File: config.mk
export PLATFORM = sky130hd
export DESIGN_NAME = ofr_seq
export DESIGN_NICKNAME = d
export VERILOG_FILES = /design/src/ofr_pkg.sv /design/src/ofr_tick.sv /design/src/ofr_seq.sv
export SDC_FILE = /design/constraint.sdc
export NUM_CORES = 1
export LEC_CHECK = 0
export BUFFER_PORTS_ARGS = -buffer_cell sky130_fd_sc_hd__buf_2
export CAP_MARGIN = 15
export CORE_ASPECT_RATIO = 1.5
export CORE_MARGIN = 5
export CORE_UTILIZATION = 40
export CTS_CLUSTER_SIZE = 40
export DETAILED_ROUTE_END_ITERATION = 12
export PLACE_DENSITY_LB_ADDON = 0.25
export SLEW_MARGIN = 20
export SYNTH_ARGS = -nofsm -noshare
export SYNTH_HDL_FRONTEND = slang
export SYNTH_SLANG_ARGS = --single-unit
File: constraint.sdc
create_clock -name clk -period 2.2 [get_ports clk]
set_input_delay 0 -clock clk [delete_from_list [all_inputs] [get_ports clk]]
set_output_delay 0 -clock clk [all_outputs]
set_load 0.01 [all_outputs]
File: src/ofr_pkg.sv
// Package of constants and carrier types for the opcode fetch and refresh sequencer
package ofr_pkg;
  // Sequencer states; phase_hi splits each state into two half-phases
  typedef enum logic [2:0] {
    ST_T1 = 3'b000,
    ST_T2 = 3'b001,
    ST_TW = 3'b010,
    ST_T3 = 3'b011,
    ST_T4 = 3'b100
  } ofr_state_type;
  // Widths and reset values
  localparam int ADDR_W = 16;
  localparam int DATA_W = 8;
  localparam int ROW_W = 7;
  localparam logic [15:0] RESET_PC = 16'h0000;
  localparam logic [7:0] RESET_REFRESH = 8'h00;
  localparam logic [15:0] BUS_IDLE = 16'hffff;
  localparam logic [7:0] DATA_IDLE = 8'hff;
  // Refresh budget: every one of 128 rows within 2 ms
  localparam int REFRESH_ROWS = 128;
  localparam int REFRESH_PERIOD_MS = 2;
  // Clock divider: machine half-states advance on a tick from the 200 MHz clock
  localparam int CLK_MHZ = 200;
  localparam int STATE_NS = 280;
  localparam int TICK_DIV = (STATE_NS * CLK_MHZ) / 1000;
  // Bus outputs carried together
  typedef struct packed {
    logic [15:0] addr;
    logic fetch_indicator_n;
    logic memory_request_n;
    logic read_n;
    logic refresh_strobe_n;
  } ofr_bus_type;
endpackage : ofr_pkg

File: src/ofr_tick.sv
// Half-state tick divider producing a one-cycle enable every DIV clocks
`timescale 1ns/1ps
module ofr_tick #(
  parameter int DIV = ofr_pkg::TICK_DIV
) (
  // Clock and reset
  input wire logic clk,
  input wire logic rst_n,
  // Half-state enable pulse
  output logic tick
);
  // Whole state of the divider
  typedef struct packed {
    logic [15:0] cnt;
    logic tick;
  } ofr_tick_state_type;
  ofr_tick_state_type st_ff;
  ofr_tick_state_type nxt_st;
  // Count down DIV cycles, then pulse once
  always_comb begin
    nxt_st = st_ff;
    nxt_st.tick = 1'b0;
    if (st_ff.cnt == 16'h0000) begin
      nxt_st.cnt = 16'(DIV - 1);
      nxt_st.tick = 1'b1;
    end else begin
      nxt_st.cnt = st_ff.cnt - 16'h0001;
    end
  end
  // Register the divider
  always_ff @(posedge clk or negedge rst_n) begin
    if (!rst_n) begin
      st_ff <= '0;
    end else begin
      st_ff <= nxt_st;
    end
  end
  assign tick = st_ff.tick;
endmodule : ofr_tick

File: src/ofr_seq.sv
// Opcode fetch machine cycle sequencer with embedded refresh
`timescale 1ns/1ps
module ofr_seq #(
  parameter int DIV = ofr_pkg::TICK_DIV
) (
  // Clock and reset
  input wire logic clk,
  input wire logic rst_n,
  // Memory-side inputs (from pins)
  input wire logic wait_n,
  input wire logic [7:0] data_in,
  // Memory-side outputs
  output logic [15:0] addr,
  output logic fetch_indicator_n,
  output logic memory_request_n,
  output logic read_n,
  output logic refresh_strobe_n,
  // Core side: fetched opcode and its strobe, wait-state flag and refresh register
  output logic [7:0] opcode,
  output logic opcode_valid,
  output logic inserted_wait_state,
  output logic [7:0] refresh_reg
);
  // Whole module state
  typedef struct packed {
    ofr_pkg::ofr_state_type state;
    logic phase_hi;
    logic [15:0] pc;
    logic [7:0] rr;
    logic [7:0] ir;
    logic ir_valid;
    logic wait_s1;
    logic wait_s2;
    logic [7:0] d_s1;
    logic [7:0] d_s2;
    ofr_pkg::ofr_bus_type bus;
  } ofr_seq_state_type;
  ofr_seq_state_type st_ff;
  ofr_seq_state_type nxt_st;
  logic tick;

  // Half-state pacing
  ofr_tick #(.DIV(DIV)) i_ofr_tick (
    .clk(clk),
    .rst_n(rst_n),
    .tick(tick)
  );

  // Next refresh register: low row bits wrap, top bit kept
  function automatic logic [7:0] next_row(input logic [7:0] r);
    next_row = {r[7], 7'(r[6:0] + 7'h01)};
  endfunction : next_row

  // Sequencer next state and bus drive
  always_comb begin
    nxt_st = st_ff;
    nxt_st.ir_valid = 1'b0;
    // Pins pass two flops; stage one only feeds stage two
    nxt_st.wait_s1 = wait_n;
    nxt_st.wait_s2 = st_ff.wait_s1;
    nxt_st.d_s1 = data_in;
    nxt_st.d_s2 = st_ff.d_s1;
    if (tick) begin
      nxt_st.phase_hi = ~st_ff.phase_hi;
      if (st_ff.phase_hi) begin
        // Second half done: move to next state
        case (st_ff.state)
          ofr_pkg::ST_T1: nxt_st.state = ofr_pkg::ST_T2;
          ofr_pkg::ST_T2, ofr_pkg::ST_TW: begin
            // Wait sampled at end of T2 and each wait state
            if (st_ff.wait_s2) begin
              nxt_st.state = ofr_pkg::ST_T3;
              nxt_st.ir = st_ff.d_s2;
              nxt_st.ir_valid = 1'b1;
            end else begin
              nxt_st.state = ofr_pkg::ST_TW;
            end
          end
          ofr_pkg::ST_T3: nxt_st.state = ofr_pkg::ST_T4;
          ofr_pkg::ST_T4: begin
            // Next machine cycle; only fetches are modelled, so fetch next opcode
            nxt_st.state = ofr_pkg::ST_T1;
            nxt_st.pc = st_ff.pc + 16'h0001;
            nxt_st.rr = next_row(st_ff.rr);
          end
          default: nxt_st.state = ofr_pkg::ST_T1;
        endcase
      end
    end
    // Bus drive from the state being entered
    nxt_st.bus.fetch_indicator_n = 1'b1;
    nxt_st.bus.memory_request_n = 1'b1;
    nxt_st.bus.read_n = 1'b1;
    nxt_st.bus.refresh_strobe_n = 1'b1;
    nxt_st.bus.addr = nxt_st.pc;
    case (nxt_st.state)
      ofr_pkg::ST_T1, ofr_pkg::ST_T2, ofr_pkg::ST_TW: begin
        nxt_st.bus.addr = nxt_st.pc;
        nxt_st.bus.fetch_indicator_n = 1'b0;
        nxt_st.bus.memory_request_n = 1'b0;
        nxt_st.bus.read_n = 1'b0;
      end
      ofr_pkg::ST_T3: begin
        // Refresh address replaces fetch address; request drops second half
        nxt_st.bus.addr = {9'h000, nxt_st.rr[6:0]};
        nxt_st.bus.refresh_strobe_n = 1'b0;
        nxt_st.bus.memory_request_n = ~nxt_st.phase_hi;
      end
      ofr_pkg::ST_T4: begin
        // Request released, refresh address and strobe still held
        nxt_st.bus.addr = {9'h000, nxt_st.rr[6:0]};
        nxt_st.bus.refresh_strobe_n = 1'b0;
        nxt_st.bus.memory_request_n = 1'b1;
      end
      default: begin
        nxt_st.bus.addr = nxt_st.pc;
      end
    endcase
  end

  // Register the whole state; reset idles every control high
  always_ff @(posedge clk or negedge rst_n) begin
    if (!rst_n) begin
      st_ff.state <= ofr_pkg::ST_T1;
      st_ff.phase_hi <= 1'b0;
      st_ff.pc <= ofr_pkg::RESET_PC;
      st_ff.rr <= ofr_pkg::RESET_REFRESH;
      st_ff.ir <= 8'h00;
      st_ff.ir_valid <= 1'b0;
      st_ff.wait_s1 <= 1'b1;
      st_ff.wait_s2 <= 1'b1;
      st_ff.d_s1 <= ofr_pkg::DATA_IDLE;
      st_ff.d_s2 <= ofr_pkg::DATA_IDLE;
      st_ff.bus.addr <= ofr_pkg::BUS_IDLE;
      st_ff.bus.fetch_indicator_n <= 1'b1;
      st_ff.bus.memory_request_n <= 1'b1;
      st_ff.bus.read_n <= 1'b1;
      st_ff.bus.refresh_strobe_n <= 1'b1;
    end else begin
      st_ff <= nxt_st;
    end
  end

  // Outputs from flops
  assign addr = st_ff.bus.addr;
  assign fetch_indicator_n = st_ff.bus.fetch_indicator_n;
  assign memory_request_n = st_ff.bus.memory_request_n;
  assign read_n = st_ff.bus.read_n;
  assign refresh_strobe_n = st_ff.bus.refresh_strobe_n;
  assign opcode = st_ff.ir;
  assign opcode_valid = st_ff.ir_valid;
  assign inserted_wait_state = (st_ff.state == ofr_pkg::ST_TW);
  assign refresh_reg = st_ff.rr;
endmodule : ofr_seq

Yosys cells after proc, flatten, opt, wreduce, memory -nomap -nowiden --
Index checks and enable logic that the tools add are counted.
Word-level totals: register bits 90, bits in latches 0, memory bits (writable) 0, ROM bits 0, input port bits 11, output and inout port bits 38, word-level logic and storage cells 50, memories kept 0
Cells by class: add/sub/neg operators 3, multipliers 0, div/mod/pow operators 0, order comparisons 0, equal/unequal tests 8, shifts and indexed selects 0, muxes and demuxes 14, bitwise logic cells 2, reductions and logical operators 7
Operator list (count):
- 37-bit 2-to-1 mux | 1
- 33-bit 2-to-1 mux | 1
- 16-bit 2-to-1 mux | 2
- 24-bit 2-to-1 mux | 1
- 9-bit 2-to-1 mux | 2
- 16-bit by 1-bit adder with 16-bit output (second input constant) | 1
- 16-bit logical NOT | 1
- 16-bit by 1-bit subtractor with 16-bit output (second input constant) | 1
- 3-bit by 2-bit equality test with 1-bit output (second input constant) | 4
- 3-bit case mux with 3 select lines | 1
- 7-bit by 1-bit adder with 7-bit output (second input constant) | 1
- 3-bit by 1-bit equality test with 1-bit output (second input constant) | 2
- 3-bit equality test (second input constant) | 2
- 3-bit logical NOT | 2
- 1-bit 2-to-1 mux | 4
- 4-bit AND reduction | 1
- 2-bit OR reduction | 2
- 3-bit 2-to-1 mux | 1
- 3-bit OR reduction | 1
- 1-bit NOT | 2
- 1-bit case mux with 2 select lines | 1

Longest topological paths before layout --
Gate-level depths: netlist of the first run.
depth after elaboration 8, mapped depth 7, depth with buffers taken out 5

Modules after synthesis --
From an unflattened synthesis of the first run, not the netlist that was laid out.
Unflattened totals: cell total of the unflattened synthesis 310, area, all modules 3898.7 sq um
By module, submodules not included:
- ofr_seq | times used 1, cells an instance 238, area each 3090.5 sq um, sequential area each 1873.0 sq um
- ofr_tick | times used 1, cells an instance 72, area each 808.3 sq um, sequential area each 425.4 sq um

Least setup slack after synthesis of the first run --
Ideal clock, no wire load.
kind flip-flop to flip-flop, start point register st_ff[73] in the netlist's numbering, end point register addr[13] (netlist name), setup time 0.074 ns, arrival time 1.883 ns, data required time 2.126 ns, path slack 0.243 ns, cell stages (with the launch flop) 8, buffers on the path 3, clock period less this slack 1.957 ns, cell sequence dfrtp_1 buf_6 nand4bb_1 buf_2 or4_1 buf_2 or3_1 a21oi_1
RTL lines:
- start: declaration | RTL line ofr_seq.sv:38 | ofr_seq_state_type st_ff;
- start signal: assignment | RTL line ofr_seq.sv:140 | st_ff <= nxt_st;

==> impl_metrics.ini, run 1 <==
[routing]
drc_errors = 0
met1_length_um = 2601
met2_length_um = 3781
wirelength_um = 6759
dr.max_layer_used = met4
vias = 2387
vias_per_cell = 4.983
drtIter0Drc = 91
ant_nets = 0
routedWlPerCell_um = 14.11
dr.pass1.iters = 4
wl_met3_um = 283

[timing]
fin_skew_ns = 0.005455
min_period_over_period_pct = 87.72
timing.final.crit_period_ns = 1.930
finalHoldViolCount = 0
rsz0062_at_grt = no
slew_violations = 0
final.setup.tns_ns = 0
setup_viol_count_final = 0
setup_ws_ns = 0.2701
fmax_mhz = 518.2

[global_route]
track_usage_pct = 12.67
grt_max_degree = 39
grt_antenna_before_repair = 0
grt_pass1_wl_um = 11810
grt_overflow = 0
grt_pass1_vias = 2517

[synthesis]
ys_ff_latch = 90
syn-cell-area_um2 = 3872
synth_edf_count = 0
syn-num-nets = 340
avgSynthCellArea_um2 = 11.92
yosys.cell_types.count = 43
synthTopCellsByArea = dfrtp_1 34%, dfstp_2 25%, buf_4 6.4%
yosys_warnings = 0
synth_top_cell_by_area = dfrtp_1
synth_ff_type = dfrtp_1
synth_top_area_share_pct = 34.25
netlist_instances = 325
synthArstFlopShare_pct = 100.0
ys_seq_area_share_pct = 59.35

[finish]
top_regs = st_ff (29), addr (16), i_ofr_tick.st_ff (16)
fin_util_pct = 46.19
fillers = 925
top_register = st_ff
syn_to_final_growth_pct = 14.25
largest_reg_flops = 29
drive_above_1_share_pct = 36.81
nets = 374
n_antenna_cell = 0

[critical_path]
rr_startpoint = st_ff[71]$_DFF_PN0_
crit_end = addr[13]$_DFF_PN1_
cp-start-kind = register
critPathKind = reg2reg
cp.arrival_ns = 2.20
required_ns = 2.47
end_kind = register
cp_max_fo = 9
reg2reg_depth = 4
crit_start = st_ff[71]$_DFF_PN0_
reg2reg_to = addr[13]$_DFF_PN1_
worst-r2r-setup-slack_ns = 0.27

[placed_design]
place_congestion = 0.7586
port_buffers = 47
place_ws_ns = 0.2931
hpwl_um = 4803

[clock_network]
clk_pin_slew_ns = 0.07
post_cts_buffers = 0
cts_buffers = 9
h-tree-depth = 3
insertion_delay_ns = 0.34
cts_tree = built
cts_sinks = 90
max-clock-path-buffers = 2
root_buffer = clkbuf_16

[pwr]
power.density_nw_per_um2 = 723.7
p_comb_share_pct = 1.8
internal_power_mw = 2.494
power_switching_mw = 0.7077
sw_frac_of_total_pct = 22.10
ir_drop_mv = 0.4606
clkPwrFrac_pct = 45.3
p_seq_share_pct = 52.8
p_total_mw = 3.202
leakage_nw = 2.152

[floorplan]
start_util_pct = 40.43
die-height_um = 130.5
die-area_um2 = 11790
coreArea_um2 = 9579
ios = 49
die_x_um = 90.34
rows = 44

[run_status]
status = finished clean

[job]
max_cap_viol_count = 0

[hold_path]
min_path_type = in2async
## kinds of logic after synthesis
| kind of cell | count (synthesis) | share of synthesized area [%] |
|---|---|---|
| AO/OA/AOI/OAI | 25 | 3.975 |
| buffers and inverters | 51 | 8.498 |
| adder cells (fa/ha/maj) | 5 | 1.551 |
| AND/OR/NAND/NOR | 107 | 14.93 |
| XOR/XNOR | 27 | 6.107 |
| flip-flops | 90 | 59.35 |
| multiplexers | 19 | 5.493 |
| other | 1 | 0.09684 |
## metal layers
metal	global-route usage [%]	up-vias
li1	-	1147
met1	13.37	1201
met2	23.06	31
met3	4.353	8
met4	5.259	0
met5	0	-
## cell usage in the layout, fill, tap and decap left out, types with 2 or more instances in the layout
cell type	instances
a21oi_1	8
a31o_2	2
and2_1	5
and3_1	4
and4_1	5
buf_2	46
buf_4	10
clkbuf_16	9
clkinv_4	3
dfrtp_1	53
dfstp_2	37
dlygate4sd3_1	10
ha_1	4
inv_1	7
inv_6	2
mux2_2	18
nand2_1	25
nand3_1	11
nand4_1	7
nor2_1	19
nor3_1	6
nor4_1	5
o2111ai_1	2
o21ai_0	8
or2_2	3
or3_1	6
or4_1	3
xnor2_1	13
xor2_1	14
## layout make-up
type | count | area [um^2] | share of cell area (%)
Clock buffer | 9 | 225.2 | 5.091
Sequential cell | 90 | 2298 | 51.95
Timing Repair Buffer | 67 | 425.4 | 9.615
Inverter | 7 | 26.28 | 0.5939
Multi-Input combinational cell | 184 | 1245 | 28.14
Tap cell | 115 | 143.9 | 3.252
Clock inverter | 7 | 60.06 | 1.357
## synthesized netlist by cell type, types with 4 or more instances
cell	instances
or3_1	6
o21ai_0	8
a21oi_1	8
nor3_1	6
inv_1	7
nor2_1	19
nor4_1	5
nand3_1	11
dfrtp_1	53
clkbuf_1	5
nand4_1	7
and2_1	5
xor2_1	14
ha_1	4
and3_1	4
buf_2	5
dfstp_2	37
mux2_2	18
and4_1	5
buf_4	33
nand2_1	25
xnor2_1	13
## worst min path at each step
stage,start,to,slack [ns]
final,rst_n,st_ff[64]$_DFF_PN0_,0.16
after global routing,rst_n,st_ff[65]$_DFF_PN0_,0.22
after CTS,rst_n,opcode[6]$_DFFE_PN0P_,0.18
after detailed placement,rst_n,st_ff[64]$_DFF_PN0_,-0.004
after global placement,rst_n,st_ff[64]$_DFF_PN0_,-0.01
after floorplan,rst_n,i_ofr_tick.st_ff[10]$_DFF_PN0_,-0.30
## metrics by stage
stage	instance area (um^2)	hold WS, ns	std cells
2_1_floorplan	3872	-0.2956	325
3_3_place_gp	4039	-0.01365	453
3_5_place_dp	4039	-0.003985	453
4_1_cts	4424	0.1755	479
5_1_grt	4424	0.2164	479
6_report	4424	0.1604	479
## power by group through the flow
stage | registers, mW | logic, mW | clock network [mW]
floorplan | 1.72 | 0.00222 | 0
global placement | 1.72 | 0.0480 | 0
detailed placement | 1.72 | 0.0495 | 0
CTS | 1.69 | 0.0631 | 1.50
global route | 1.69 | 0.0706 | 1.58
finish | 1.69 | 0.0591 | 1.45
## critical path, cell delays in order, from the launching register on
cell       delay, ns
dfrtp_1         0.50
nand4bb_1       0.17
or4_1           0.65
or3_1           0.38
a21oi_1         0.17
## repair_timing
item | 4_1_cts | 5_1_grt
gates resized for setup | 0 | 0
hold buffers | 10 | 0
hold endpoints to repair | 45 | 0
setup endpoints to repair | 0 | 0
No activity file was read; power rests on OpenSTA's default activity.
==> run 2: changes to the inputs <==
- PLACE_DENSITY: unset -> 0.6
- PLACE_DENSITY_LB_ADDON: 0.25 -> unset
- RECOVER_POWER: unset -> 100
==> impl_metrics.ini, run 2 (synthesis gave the netlist of run 1 again) <==
[timing]
max_slew_margin_pct = 38.89
rsz0062_at_grt = no
slew_violations = 0
finalHoldViolCount = 0
fmax_mhz = 515.6
setup_viol_count_final = 0
final.setup.tns_ns = 0
tightest_slew_ns = 0.9167
fin_skew_ns = 0.007123
timing.final.crit_period_ns = 1.939
min_period_over_period_pct = 88.15

[global_route]
track_usage_pct = 12.01
grt_antenna_before_repair = 0
grt_pass1_vias = 2419
grt_overflow = 0
grt_max_degree = 54
grt_pass1_wl_um = 11210

[pwr]
internal_power_mw = 2.710
ir_drop_mv = 0.5125
leakage_nw = 1.987
p_seq_share_pct = 49.9
clkPwrFrac_pct = 48.5
sw_frac_of_total_pct = 20.08
power.density_nw_per_um2 = 774.4
p_comb_share_pct = 1.6
power_switching_mw = 0.6811

[finish]
top_register = st_ff
stdcell_area_um2 = 4379
top_regs = st_ff (29), addr (16), i_ofr_tick.st_ff (16)
drive_above_1_share_pct = 25.62
fin_util_pct = 45.72
layout_common_cells = 53 x dfrtp_1, 39 x clkbuf_1, 37 x dfstp_2, 25 x nand2_1, 19 x nor2_1
n_antenna_cell = 0
syn_to_final_growth_pct = 13.09
largest_reg_flops = 29
nets = 373
layout.cells.most_common = dfrtp_1

[critical_path]
crit_slowest_cell = or4_1
cp.arrival_ns = 2.20
worstPathCellList = nand4bb_1 > or4_1 > or3_1 > a21oi_1
required_ns = 2.46
cp_max_fo = 9
end_kind = register
slowest_delay_ns = 0.65
cp-start-kind = register
critPathKind = reg2reg

[floorplan]
coreArea_um2 = 9579
start_util_pct = 40.43
die_x_um = 90.34
die-height_um = 130.5
die-area_um2 = 11790
ios = 49
rows = 44

[routing]
dr.pass1.iters = 4
ant_nets = 0
vias = 2371
wirelength_um = 6661
vias_per_cell = 4.960
drc_errors = 0
drtIter0Drc = 98
routedWlPerCell_um = 13.94

[clock_network]
cts_buffers = 9
clk_pin_slew_ns = 0.06
insertion_delay_ns = 0.34
root_buffer = clkbuf_16
cts_tree = built
cts_resized = 0
cts_sinks = 90
max-clock-path-buffers = 2
h-tree-depth = 3

[placed_design]
place_congestion = 0.7543
dpl_cell_area_um2 = 4031
hpwl_um = 4795
port_buffers = 47

[run_status]
status = finished clean

[hold_path]
min_path_type = in2reg

[job]
max_cap_viol_count = 0
-- run 2: cell type report --
cell class	count	area, um^2
Tap cell	115	143.9
Timing Repair Buffer	66	346.6
Clock inverter	7	100.1
Fill cell	953	5200
Sequential cell	90	2298
Clock buffer	9	225.2
Inverter	7	26.28
Multi-Input combinational cell	184	1239
-- run 2: final timing paths --
| kind | start | end | slack [ns] | depth (start not counted) |
|---|---|---|---|---|
| hold reg to reg | nxt_st[20]$_DFF_PN1_ | st_ff[20]$_DFF_PN1_ | 0.36 | 0 |
| setup / recovery | st_ff[71]$_DFF_PN0_ | addr[9]$_DFF_PN1_ | 0.26 | 4 |
| min in group asynchronous | rst_n | opcode_valid$_DFF_PN0_ | 0.34 | 2 |
| max in group asynchronous | rst_n | refresh_reg[1]$_DFF_PN0_ | 0.57 | 3 |
| hold / removal | data_in[7] | nxt_st[27]$_DFF_PN1_ | 0.30 | 2 |
| setup reg to reg | st_ff[71]$_DFF_PN0_ | addr[9]$_DFF_PN1_ | 0.26 | 4 |
-- run 2: stage by stage --
step	total power, mW	hold WS, ns	cells	setup WS (ns)
final	3.391	0.2989	478	0.2606
after global routing	3.523	0.2924	478	0.1340
after floorplan	1.721	-0.2956	325	0.2428
after detailed placement	1.768	0.01035	452	0.2614
after global placement	1.766	-0.001716	452	0.3316
after CTS	3.448	0.1937	478	0.2438
-- run 2: per-layer routing --
metal,vias to the layer above,wire (um),global-route usage (%)
li1,1149,-,-
met1,1177,2559,13.11
met3,9,242,3.150
met5,-,0,0
met4,0,124,5.960
met2,36,3735,21.64
-- run 2: power by group through the flow --
stage               registers, mW  logic [mW]  clock network, mW
floorplan                    1.72     0.00222                  0
global placement             1.72      0.0467                  0
detailed placement           1.72      0.0482                  0
CTS                          1.69      0.0618               1.69
global route                 1.69      0.0647               1.77
finish                       1.69      0.0542               1.65
-- run 2: critical path: cells and delay by family (launching register included) --
family	cells	cell delay [ns]
and+or+nand+nor	3	1.19
DFF	1	0.50
AOI/OAI and AO/OA	1	0.17
-- run 2: what timing repair did --
item	4_1_cts	5_1_grt
setup buffers	0	0
hold endpoints to repair	46	0
hold buffers	10	0
==> run 3: changes to the inputs <==
- SYNTH_HIERARCHICAL: unset -> 1
==> impl_metrics.ini, run 3 <==
[run_status]
status = finished with violations
violations = max-capacitance violations, max-slew violations

[synthesis]
syn-num-nets = 324
yosys.cell_types.count = 53
netlist_instances = 310
synth_ff_type = dfrtp_1
yosys_warnings = 6
ys_ff_latch = 90
synthArstFlopShare_pct = 100.0
avgSynthCellArea_um2 = 12.58
yosys-top-cells-count = 53 x dfrtp_1, 37 x dfstp_2, 34 x buf_4, 18 x mux2_2
yosysMostFrequentCell = dfrtp_1
synth_edf_count = 0
syn-cell-area_um2 = 3899
synth_top_area_share_pct = 34.02
synth_top_cell_by_area = dfrtp_1
ys_seq_area_share_pct = 58.95
synthTopCellsByArea = dfrtp_1 34%, dfstp_2 25%, buf_4 6.5%

[timing]
min_period_over_period_pct = 88.34
final.setup.tns_ns = 0
fmax_mhz = 514.6
finalHoldViolCount = 0
timing.final.crit_period_ns = 1.943
slew_violations = 31
fin_skew_ns = 0.007658
tightest_slew_ns = 1.659
setup_viol_count_final = 0
rsz0062_at_grt = no
max_slew_margin_pct = -10.62

[global_route]
grt_antenna_before_repair = 0
grt_max_degree = 41
track_usage_pct = 11.81
grt_pass1_vias = 2361
grt_pass1_wl_um = 11080
grt_overflow = 0

[routing]
wirelength_um = 6440
routedWlPerCell_um = 13.79
dr.pass1.iters = 4
vias_per_cell = 4.869
vias = 2274
ant_nets = 0
drc_errors = 0
drtIter0Drc = 52

[finish]
layout_common_cells = 53 x dfrtp_1, 41 x clkbuf_1, 36 x dfstp_2, 17 x nand2_1, 17 x xor2_1
nets = 361
layout.cells.most_common = dfrtp_1
top_regs = st_ff (29), addr (16), i_ofr_tick/st_ff (16)
top_register = st_ff
n_antenna_cell = 0
drive_above_1_share_pct = 26.70
largest_reg_flops = 29
fin_util_pct = 45.62
syn_to_final_growth_pct = 12.74

[pwr]
ir_drop_mv = 0.4469
power.density_nw_per_um2 = 771.1
leakage_nw = 2.004

[clock_network]
insertion_delay_ns = 0.34
root_buffer = clkbuf_16
cts_buffers = 9
cts_sinks = 90
cts_tree = built
h-tree-depth = 3
max-clock-path-buffers = 2
clk_pin_slew_ns = 0.07
post_cts_buffers = 0

[critical_path]
critPathKind = reg2reg
worst-r2r-setup-slack_ns = 0.26
crit_start = st_ff[58]$_DFF_PN0_
path_common_cell = or4_1
crit_slowest_cell = or4_1
cp_max_fo = 7
reg2reg_depth = 4
end_kind = register
cp-start-kind = register
rr_startpoint = st_ff[58]$_DFF_PN0_
cp.arrival_ns = 2.21
slowest_delay_ns = 0.65
required_ns = 2.47
reg2reg_to = addr[15]$_DFF_PN1_
worstPathCellList = nand4_1 > or4_1 > or4_1 > a21oi_1

[hold_path]
min_from = data_in[3]
worstHoldEndpoint = nxt_st[23]$_DFF_PN1_
min_path_type = in2reg
whs_path_depth = 2

[job]
max_cap_viol_count = 1

[floorplan]
die-height_um = 130.9
die_x_um = 90.61
start_util_pct = 40.47
coreArea_um2 = 9634
ios = 49
die-area_um2 = 11860
rows = 44

[placed_design]
hpwl_um = 4432
place_congestion = 0.7752
port_buffers = 47
run 3: cell types whose count changed after synthesis, moves of 4 or more:
| cell | delta |
|---|---|
| xnor2_1 | -4 |
| nor2b_1 | +5 |
| nor2_1 | -8 |
| nand2_1 | -8 |
| and2_1 | -4 |
| buf_2 | -4 |
run 3: stage by stage:
stage / area, um^2 / total power, mW / worst slack [ns] / hold WS [ns] / cells
after floorplan: 3899 / 1.722 / 0.1725 / -0.2956 / 310
after global routing: 4395 / 3.518 / 0.09147 / 0.2981 / 467
final: 4395 / 3.390 / 0.2566 / 0.2916 / 467
after detailed placement: 4061 / 1.771 / 0.2799 / -0.03159 / 441
after global placement: 4061 / 1.768 / 0.3225 / -0.05139 / 441
after CTS: 4488 / 3.450 / 0.2550 / 0.1324 / 467
run 3: worst max-delay path by stage:
stage / to / slack [ns] / cells past startpoint
after floorplan: addr[15]$_DFF_PN1_ / 0.17 / 7
after detailed placement: addr[15]$_DFF_PN1_ / 0.28 / 4
after CTS: addr[15]$_DFF_PN1_ / 0.26 / 4
after global placement: addr[15]$_DFF_PN1_ / 0.32 / 4
final: addr[15]$_DFF_PN1_ / 0.26 / 4
after global routing: st_ff[22]$_DFF_PN1_ / 0.09 / 3
run 3: cell type report:
cell class | instances | area [um^2]
clock buffer | 9 | 225.2
timing repair buffer | 69 | 376.6
fill | 887 | 5239
tap | 115 | 143.9
clock inverter | 7 | 101.3
multi-input combinational | 169 | 1220
inverter | 8 | 30.03
sequential | 90 | 2298
run 3: critical path: cells and delay by family, from the launching register on:
kind / cells / cell delay [ns]
flops: 1 / 0.43
compound gates: 1 / 0.16
simple gates: 3 / 1.28
run 3: kinds of logic (layout without fill, tap and decap cells):
| family | Yosys count | after routing | synth area share [%] |
|---|---|---|---|
| adders and majority gates | 4 | 4 | 1.220 |
| AOI/OAI and AO/OA | 24 | 24 | 3.819 |
| muxes | 20 | 20 | 5.744 |
| buffers and inverters | 51 | 93 | 9.018 |
| and+or+nand+nor | 94 | 94 | 15.31 |
| other | 1 | 1 | 0.09618 |
| xor gates and xnor gates | 26 | 26 | 5.841 |
| DFF | 90 | 90 | 58.95 |
run 3: repair_timing:
| item | CTS | global route |
|---|---|---|
| resized for setup | 0 | 0 |
| endpoints found under the hold margin | 65 | 0 |
| hold buffers | 10 | 0 |
run 3: where the power goes:
group,switching [mW],internal [mW],total (mW)
sequential,0.00461,1.69,1.69
clock,0.637,1.00,1.64
combinational,0.0370,0.0231,0.0601
run 3: per-layer routing:
metal	global-route usage (%)	vias to the layer above	part of all wire (%)
met5	0	-	0
met4	6.223	0	2.4
met3	4.066	9	4.5
met2	18.31	37	47
met1	14.59	1120	46
li1	-	1108	-
